$ cat config.mk
export PLATFORM = sky130hd
export DESIGN_NAME = acl_entry_access_window
export DESIGN_NICKNAME = d
export VERILOG_FILES = /design/src/acl_pkg.sv /design/src/acl_tbl_if.sv /design/src/acl_entry_table.sv /design/src/acl_entry_access_window.sv
export VERILOG_INCLUDE_DIRS = /design/src /design/src/src
export SDC_FILE = /design/constraint.sdc
export NUM_CORES = 2
export LEC_CHECK = 0
export BUFFER_PORTS_ARGS = -buffer_cell sky130_fd_sc_hd__buf_4
export CORE_UTILIZATION = 42
export CTS_BUF_LIST = sky130_fd_sc_hd__clkbuf_8 sky130_fd_sc_hd__clkbuf_16
export CTS_CLUSTER_SIZE = 14
export DETAILED_ROUTE_END_ITERATION = 10
export PLACE_DENSITY = 0.66
export SLEW_MARGIN = 10
export SYNTH_ARGS = -nofsm -noshare
export SYNTH_HDL_FRONTEND = slang
export SYNTH_SLANG_ARGS = --single-unit
export TNS_END_PERCENT = 30
$ cat constraint.sdc
create_clock -name clk -period 4.6 [get_ports clk]
set_input_delay 0.23 -clock clk [delete_from_list [all_inputs] [get_ports clk]]
set_output_delay 0.23 -clock clk [all_outputs]
set_load 0.03 [all_outputs]
$ cat src/acl_map.svh
`ifndef ACL_MAP_SVH
`define ACL_MAP_SVH

// ****************************************************************
// Register indices (byte address is four times the index)
// ****************************************************************
`define ACL_IDX_BASE        12'h600
`define ACL_IDX_MAC_3124    12'h604
`define ACL_IDX_MAC_2316    12'h605
`define ACL_IDX_MAC_158     12'h606
`define ACL_IDX_MAC_70      12'h607
`define ACL_IDX_ETYPE_HIGH  12'h608
`define ACL_IDX_ETYPE_LOW   12'h609
`define ACL_IDX_PRIO_CTRL   12'h60a
`define ACL_IDX_RMK_MAP     12'h60b
`define ACL_IDX_SPARE       12'h60c
`define ACL_IDX_FWD_MAP     12'h60d
`define ACL_IDX_RULE_HIGH   12'h60e
`define ACL_IDX_RULE_LOW    12'h60f
`define ACL_IDX_SEL_HIGH    12'h610
`define ACL_IDX_SEL_LOW     12'h611
`define ACL_IDX_ACCESS_CTRL 12'h612

// ****************************************************************
// Staging bytes held here and entry geometry
// ****************************************************************
`define ACL_FIRST_BYTE      4
`define ACL_LAST_BYTE       15
`define ACL_ENTRIES         16
`define ACL_INDEX_W         4

// ****************************************************************
// Field positions
// ****************************************************************
`define ACL_PRIO_KIND_MSB   7
`define ACL_PRIO_KIND_LSB   6
`define ACL_PRIO_MSB        5
`define ACL_PRIO_LSB        3
`define ACL_RMK_EN_BIT      2
`define ACL_RMK_HI_MSB      1
`define ACL_RMK_HI_LSB      0
`define ACL_RMK_LO_BIT      7
`define ACL_MAP_KIND_MSB    6
`define ACL_MAP_KIND_LSB    5
`define ACL_FWD_P1_BIT      0
`define ACL_FWD_P4_BIT      3
`define ACL_FWD_P5_BIT      6
`define ACL_CTL_WR_DONE_BIT 6
`define ACL_CTL_RD_DONE_BIT 5
`define ACL_CTL_WRITE_BIT   4
`define ACL_CTL_INDEX_MSB   3

// ****************************************************************
// Reset values
// ****************************************************************
`define ACL_RST_BYTE        8'h00
`define ACL_RST_DONE        1'b1

`endif

$ cat src/acl_pkg.sv
package acl_pkg;

   typedef enum logic {
      ACL_IDLE,
      ACL_BUSY
   } acl_xfer_state_type;

   typedef logic [7:0] acl_byte_type;

endpackage : acl_pkg

$ cat src/acl_tbl_if.sv
`timescale 1ns/1ps
`include "acl_map.svh"

interface acl_tbl_if;
   logic                        start;
   logic                        wr;
   logic [`ACL_INDEX_W-1:0]     idx;
   logic [`ACL_LAST_BYTE:`ACL_FIRST_BYTE] en;
   logic [95:0]                 wdata;
   logic [95:0]                 rdata;
   logic                        done;

   modport ctl (output start, output wr, output idx, output en, output wdata,
                input rdata, input done);
   modport mem (input start, input wr, input idx, input en, input wdata,
                output rdata, output done);
endinterface : acl_tbl_if

$ cat src/acl_entry_table.sv
`timescale 1ns/1ps
`include "acl_map.svh"

module acl_entry_table #(
   parameter int ENTRIES = `ACL_ENTRIES
) (
   input  wire logic clk,
   input  wire logic resetn,
   acl_tbl_if.mem    tb
);

   logic [95:0] mem [ENTRIES];

   // ****************************************************************
   // Entry storage: one access per start, answer on the next cycle
   // ****************************************************************
   always_ff @(posedge clk) begin
      if (!resetn) begin
         for (int e = 0; e < ENTRIES; e++) begin
            mem[e] <= 96'h0;
         end
      end else if (tb.start && tb.wr) begin
         // Only selected bytes of the entry are replaced
         for (int k = `ACL_FIRST_BYTE; k <= `ACL_LAST_BYTE; k++) begin
            if (tb.en[k]) begin
               mem[tb.idx][(k-`ACL_FIRST_BYTE)*8 +: 8] <= tb.wdata[(k-`ACL_FIRST_BYTE)*8 +: 8];
            end
         end
      end
   end

   always_ff @(posedge clk) begin
      if (!resetn) begin
         tb.rdata <= 96'h0;
      end else if (tb.start && !tb.wr) begin
         tb.rdata <= mem[tb.idx];
      end
   end

   always_ff @(posedge clk) begin
      if (!resetn) begin
         tb.done <= 1'b0;
      end else begin
         tb.done <= tb.start;
      end
   end

endmodule : acl_entry_table

$ cat src/acl_entry_access_window.sv
// Decided for this implementation: the AHB-Lite register port.
`timescale 1ns/1ps
`include "acl_map.svh"

// What this block does
// - Remark priority bits 2:1 sit in bits 1:0 of the priority byte.
// - Remark priority bit 0 sits in bit 7 next to map kind bits 6:5.
// - Priority byte holds select kind 7:6, priority 5:3, remark enable bit 2.
// - Forward map byte: ports 1-4 in bits 0-3, port 5 in bit 6.
// - Only bytes whose select bit is one move between table and staging.
// - Writing the low select register starts the transfer; write high first.
// - High select register bit 0 picks byte 7, bit 3 picks byte 4; bits 7:4 pick no byte.
// - Low select register bit 0 picks byte 15, bit 7 picks byte 8.
// - Read-complete flag drops during a read, rises when it ends.
// - Write-complete flag reads zero while a write pends, one after.
module acl_entry_access_window #(
   parameter int ENTRIES = `ACL_ENTRIES
) (
   input  wire logic        clk,
   input  wire logic        resetn,
   input  wire logic        hsel,
   input  wire logic [31:0] haddr,
   input  wire logic [1:0]  htrans,
   input  wire logic        hwrite,
   input  wire logic [2:0]  hsize,
   input  wire logic [31:0] hwdata,
   input  wire logic        hready,
   output logic      [31:0] hrdata,
   output logic             hreadyout,
   output logic             hresp
);

   if (ENTRIES < 1 || ENTRIES > (1 << `ACL_INDEX_W)) begin : g_bad_entries
      $error("ENTRIES must lie between 1 and the reach of the entry index");
   end

   acl_tbl_if tb ();

   acl_entry_table #(
      .ENTRIES (ENTRIES)
   ) u_table (
      .clk    (clk),
      .resetn (resetn),
      .tb     (tb.mem)
   );

   // ****************************************************************
   // AHB-Lite slave front end
   // ****************************************************************
   logic                        ap_take;
   logic                        wr_pend;
   logic                        rd_pend;
   logic [11:0]                 ap_word;
   logic                        ap_ok;
   logic                        wr_fire;
   acl_pkg::acl_byte_type       wbyte;
   acl_pkg::acl_byte_type       rd_mux;

   assign ap_take = hsel && htrans[1] && hready;
   assign wr_fire = wr_pend && ap_ok;
   assign wbyte   = hwdata[7:0];

   always_ff @(posedge clk) begin
      if (!resetn) begin
         wr_pend <= 1'b0;
         rd_pend <= 1'b0;
         ap_word <= 12'h000;
         ap_ok   <= 1'b0;
      end else begin
         wr_pend <= ap_take && hwrite;
         rd_pend <= ap_take && !hwrite;
         if (ap_take) begin
            ap_word <= haddr[13:2];
            // Anything outside the window reads zero and ignores writes
            ap_ok   <= (haddr[31:14] == 18'h00000) && (haddr[1:0] == 2'b00);
         end
      end
   end

   // Reads take one wait state so a write just before is always seen
   always_ff @(posedge clk) begin
      if (!resetn) begin
         hreadyout <= 1'b1;
      end else if (ap_take && !hwrite) begin
         hreadyout <= 1'b0;
      end else if (rd_pend) begin
         hreadyout <= 1'b1;
      end
   end

   always_ff @(posedge clk) begin
      if (!resetn) begin
         hrdata <= 32'h00000000;
      end else if (rd_pend) begin
         hrdata <= {24'h000000, ap_ok ? rd_mux : 8'h00};
      end
   end

   always_ff @(posedge clk) begin
      if (!resetn) begin
         hresp <= 1'b0;
      end else begin
         hresp <= 1'b0;
      end
   end

   // ****************************************************************
   // Staging bytes, select registers, access control
   // ****************************************************************
   acl_pkg::acl_byte_type              stage [`ACL_FIRST_BYTE:`ACL_LAST_BYTE];
   acl_pkg::acl_byte_type              sel_high;
   acl_pkg::acl_byte_type              sel_low;
   logic                               xfer_wr;
   logic [`ACL_INDEX_W-1:0]            xfer_idx;
   logic                               rd_done;
   logic                               wr_done;
   logic                               trig;
   logic                               read_back;
   acl_pkg::acl_xfer_state_type        state;
   logic [15:0]                        sel_word;

   assign trig      = wr_fire && (ap_word == `ACL_IDX_SEL_LOW) && (state == acl_pkg::ACL_IDLE);
   assign read_back = tb.done && !tb.wr;
   assign sel_word  = {sel_high, wbyte};

   for (genvar k = `ACL_FIRST_BYTE; k <= `ACL_LAST_BYTE; k++) begin : g_byte
      always_ff @(posedge clk) begin
         if (!resetn) begin
            stage[k] <= `ACL_RST_BYTE;
         end else if (read_back && tb.en[k]) begin
            stage[k] <= tb.rdata[(k-`ACL_FIRST_BYTE)*8 +: 8];
         end else if (wr_fire && ap_word == 12'(`ACL_IDX_BASE + k)) begin
            // All eight bits stored, reserved ones too
            stage[k] <= wbyte;
         end
      end

      // Select bits are numbered against the byte order
      always_ff @(posedge clk) begin
         if (!resetn) begin
            tb.en[k] <= 1'b0;
         end else if (trig) begin
            tb.en[k] <= sel_word[15-k];
         end
      end

      always_ff @(posedge clk) begin
         if (!resetn) begin
            tb.wdata[(k-`ACL_FIRST_BYTE)*8 +: 8] <= `ACL_RST_BYTE;
         end else if (trig) begin
            tb.wdata[(k-`ACL_FIRST_BYTE)*8 +: 8] <= stage[k];
         end
      end
   end

   always_ff @(posedge clk) begin
      if (!resetn) begin
         sel_high <= `ACL_RST_BYTE;
      end else if (wr_fire && ap_word == `ACL_IDX_SEL_HIGH) begin
         sel_high <= wbyte;
      end
   end

   // Stored even when busy; a trigger while busy starts nothing
   always_ff @(posedge clk) begin
      if (!resetn) begin
         sel_low <= `ACL_RST_BYTE;
      end else if (wr_fire && ap_word == `ACL_IDX_SEL_LOW) begin
         sel_low <= wbyte;
      end
   end

   always_ff @(posedge clk) begin
      if (!resetn) begin
         xfer_wr  <= 1'b0;
         xfer_idx <= '0;
      end else if (wr_fire && ap_word == `ACL_IDX_ACCESS_CTRL) begin
         xfer_wr  <= wbyte[`ACL_CTL_WRITE_BIT];
         xfer_idx <= wbyte[`ACL_CTL_INDEX_MSB:0];
      end
   end

   // ****************************************************************
   // Transfer sequencing
   // ****************************************************************
   always_ff @(posedge clk) begin
      if (!resetn) begin
         state <= acl_pkg::ACL_IDLE;
      end else begin
         case (state)
            acl_pkg::ACL_IDLE: begin
               if (trig) begin
                  state <= acl_pkg::ACL_BUSY;
               end
            end
            acl_pkg::ACL_BUSY: begin
               if (tb.done) begin
                  state <= acl_pkg::ACL_IDLE;
               end
            end
            default: begin
               state <= acl_pkg::ACL_IDLE;
            end
         endcase
      end
   end

   always_ff @(posedge clk) begin
      if (!resetn) begin
         tb.start <= 1'b0;
         tb.wr    <= 1'b0;
         tb.idx   <= '0;
      end else begin
         tb.start <= trig;
         if (trig) begin
            tb.wr  <= xfer_wr;
            // Indices past the table wrap rather than miss
            tb.idx <= (ENTRIES == (1 << `ACL_INDEX_W)) ? xfer_idx
                      : `ACL_INDEX_W'(32'(xfer_idx) % ENTRIES);
         end
      end
   end

   always_ff @(posedge clk) begin
      if (!resetn) begin
         rd_done <= `ACL_RST_DONE;
      end else if (trig && !xfer_wr) begin
         rd_done <= 1'b0;
      end else if (read_back) begin
         rd_done <= 1'b1;
      end
   end

   always_ff @(posedge clk) begin
      if (!resetn) begin
         wr_done <= `ACL_RST_DONE;
      end else if (trig && xfer_wr) begin
         wr_done <= 1'b0;
      end else if (tb.done && tb.wr) begin
         wr_done <= 1'b1;
      end
   end

   // ****************************************************************
   // Read mux
   // ****************************************************************
   always_comb begin
      rd_mux = 8'h00;
      for (int k = `ACL_FIRST_BYTE; k <= `ACL_LAST_BYTE; k++) begin
         if (ap_word == 12'(`ACL_IDX_BASE + k)) begin
            rd_mux = stage[k];
         end
      end
      if (ap_word == `ACL_IDX_SEL_HIGH) begin
         rd_mux = sel_high;
      end
      if (ap_word == `ACL_IDX_SEL_LOW) begin
         rd_mux = sel_low;
      end
      if (ap_word == `ACL_IDX_ACCESS_CTRL) begin
         rd_mux = {1'b0, wr_done, rd_done, xfer_wr, xfer_idx};
      end
   end

   logic bus_a;
   logic bus_b;
   logic bus_c;
   logic bus_d;
   assign bus_a = wr_fire && ap_word == `ACL_IDX_PRIO_CTRL && !(read_back && tb.en[10]);
   assign bus_b = wr_fire && ap_word == `ACL_IDX_RMK_MAP && !(read_back && tb.en[11]);
   assign bus_c = wr_fire && ap_word == `ACL_IDX_SPARE && !(read_back && tb.en[12]);
   assign bus_d = wr_fire && ap_word == `ACL_IDX_FWD_MAP && !(read_back && tb.en[13]);
endmodule : acl_entry_access_window

==> impl_metrics.yaml <==
placement:
  portBuffers: 54
  dp_worst_setup_slack_ns: 1.12
  placed_cell_area_sq_um: 88600
  dp_cells: 8505
  gp_congestion: 0.930
  dp_hpwl_um: 140000
sta:
  fmax_mhz: 294
  final.setup.tns_ns: 0
  fin_crit_sh_pct: 74.0
  slew_violations: 0
  min_period_ns: 3.41
  hold_viol: 0
  rsz0062_at_grt: "false"
  max_slew_margin_pct: 18.9
  setup_viol: 0
  fin_worst_skew_ns: 0.0523
  worst_slew_pin_slew_ns: 1.20
  worst_slack_ns: 1.19
global_routing:
  grt_max_degree: 144
  gr-total-overflow: 0
  grt_pass1_vias: 49400
  grt_pass1_wl_um: 320000
  grt_use_total_pct: 21.0
  antenna_found_initial: 4
clock_network:
  clkSinkCount: 1891
  cts_buffers: 194
  cts_resized: 0
  clkLatencyLatePin_ns: 0.87
  clock_tree.buffer_depth: 3
  h-tree-depth: 4
  cts_tree: "built"
  clock-root-buffer: "clkbuf_16"
  cts.reportedPaths.clkPinSlew_ns: 0.06
routing:
  vias_per_cell: 5.50
  drc_errors: 9
  drt_first_pass_iters: 11
  wl_um: 216000
  wl_per_cell_um: 24.2
  ant_nets: 0
  drtIter0Drc: 5193
  vias: 49000
worst_setup_path:
  path_class: "reg2reg"
  crit_path_end_kind: "flop"
  cp_max_fo: 32
  r2r_setup_slack_ns: 1.19
  worstPathRequired_ns: 5.09
  worst_ep_arrival_time_ns: 3.89
  start_kind: "flop"
finish:
  design_area_sq_um: 95300
  area_growth_pct: 12.6
  final_cell_mix: "edfxtp_1, and2_1, mux4_2"
  final_common_cell: "edfxtp_1"
  final_nets: 6144
  fin_cells: 8899
  drive_gt1_share_pct: 16.7
synthesis:
  synth_edf_count: 1632
  synth_top_family_by_area: "simple AND/OR/NAND/NOR gates"
  ys.warnings.count: 0
  synth-xor-area-share_pct: 0
  synthesis.area_sq_um: 84700
  synth_ff_type: "edfxtp_1"
  synthAdderAreaFrac_pct: 0
  async_flop_share_pct: 0
  ys_seq_elements: 1891
  syn_inst: 5980
  yosysUniqueCellTypes: 65
  avgSynthCellArea_sq_um: 14.2
  muxShareOfSynthArea_pct: 13.1
  synth-seq-area-share_pct: 64.0
  synth_compound_area_share_pct: 5.25
  synth_simple_gate_area_share_pct: 15.3
run:
  maxCapViolations: 0
floorplanning:
  die-area_sq_um: 203000
  core_sq_um: 200000
  die_h_um: 451
  rows: 164
  start_util_pct: 42.3
  ios: 108
  die_x_um: 451
outcome:
  violations: "DRC"
  status: "finished with violations"
power:
  p_leak_nw: 31.8
  cellPowerDensity_nw_per_um2: 381
  peakVddDrop_mv: 0.354
hold_path:
  hold_path_class: "in2reg"
-- kinds of logic after synthesis --
| group | Yosys count |
|---|---|
| and+or+nand+nor | 2302 |
| AOI/OAI and AO/OA | 710 |
| DFF | 1891 |
| buffers and inverters | 457 |
| muxes | 619 |
| other | 1 |
-- metrics by stage --
stage                     utilization, %  hold WS, ns  power (mW)
final                               47.6        0.148        36.3
after global routing                47.6        0.129        37.3
after CTS                           47.6        0.113        36.5
after detailed placement            44.3        0.464        20.8
after global placement              44.3        0.456        20.7
after floorplan                        -        0.313        20.3
-- sequential cells by signal (all words and copies together), names as in the netlist, 4 cells and up --
register / count
sel_low: 8
ap_word: 12
tb.idx: 4
sel_high: 8
tb.en: 12
stage: 96
u_table.tb.rdata: 96
u_table.mem: 1536
tb.wdata: 96
hrdata: 8
xfer_idx: 4
-- cells in the mapped netlist (8+ instances only) --
| library cell | n | area (sq um) |
|---|---|---|
| edfxtp_1 | 1632 | 49000 |
| a21oi_1 | 111 | 556 |
| mux2_2 | 12 | 135 |
| nor2_1 | 311 | 1170 |
| o21ai_0 | 306 | 1530 |
| nand3_1 | 26 | 130 |
| buf_4 | 33 | 248 |
| mux2i_1 | 220 | 2200 |
| a22oi_1 | 10 | 75.1 |
| a22o_1 | 98 | 858 |
| and3_1 | 23 | 144 |
| nand2_1 | 312 | 1170 |
| buf_2 | 90 | 450 |
| mux4_2 | 387 | 8720 |
| nand2b_1 | 8 | 50.1 |
| buf_1 | 60 | 225 |
| clkbuf_1 | 262 | 983 |
| o211ai_1 | 10 | 75.1 |
| a21boi_1 | 9 | 67.6 |
| a21boi_0 | 120 | 901 |
| dfxtp_1 | 259 | 5180 |
| and2_1 | 1542 | 9650 |
| nor2b_1 | 33 | 206 |
| nor4_1 | 8 | 50.1 |
-- metal layers --
metal | wire, um | vias to the layer above | track usage, %
li1 | - | 22000 | -
met1 | 88600 | 24800 | 28.0
met2 | 103000 | 1733 | 34.1
met3 | 15400 | 388 | 3.79
met4 | 8220 | 2 | 8.22
met5 | 13 | - | 0
-- critical path: stages, from the launching register on --
cell     delay (ns)
dfxtp_4        0.80
nor2b_1        0.45
nand2_2        0.64
o21ai_0        1.12
-- path summary, 6_finish.rpt --
check	start	to	depth (start not counted)
setup reg to reg	tb.idx[0]	u_table.mem[3][63]	3
setup / recovery	tb.idx[0]	u_table.mem[3][63]	3
hold reg to reg	u_table.tb.rdata[13]	u_table.tb.rdata[13]	2
hold / removal	htrans[1]	ap_word[3]	4
-- power by group --
part / switching (mW) / internal, mW / leakage [nW]
Combinational: 0.626 / 0.395 / 10.3
Clock: 6.89 / 9.00 / 3.39
Sequential: 0.220 / 19.2 / 18.1
-- area by class of cell --
cell class	instances	area (sq um)
fill	17100	105000
sequential	1891	54200
multi-input combinational	3656	28700
clock buffer	219	5240
tap	2656	3320
timing repair buffer	321	2580
clock inverter	149	1280
inverter	6	22.5
antenna	1	2.50
-- timing repair --
action,4_1_cts,5_1_grt
endpoints found under the setup margin,0,0
buffers inserted,0,0
hold endpoints to repair,99,0
hold buffers,25,0
(Power assumes the default switching activity.)
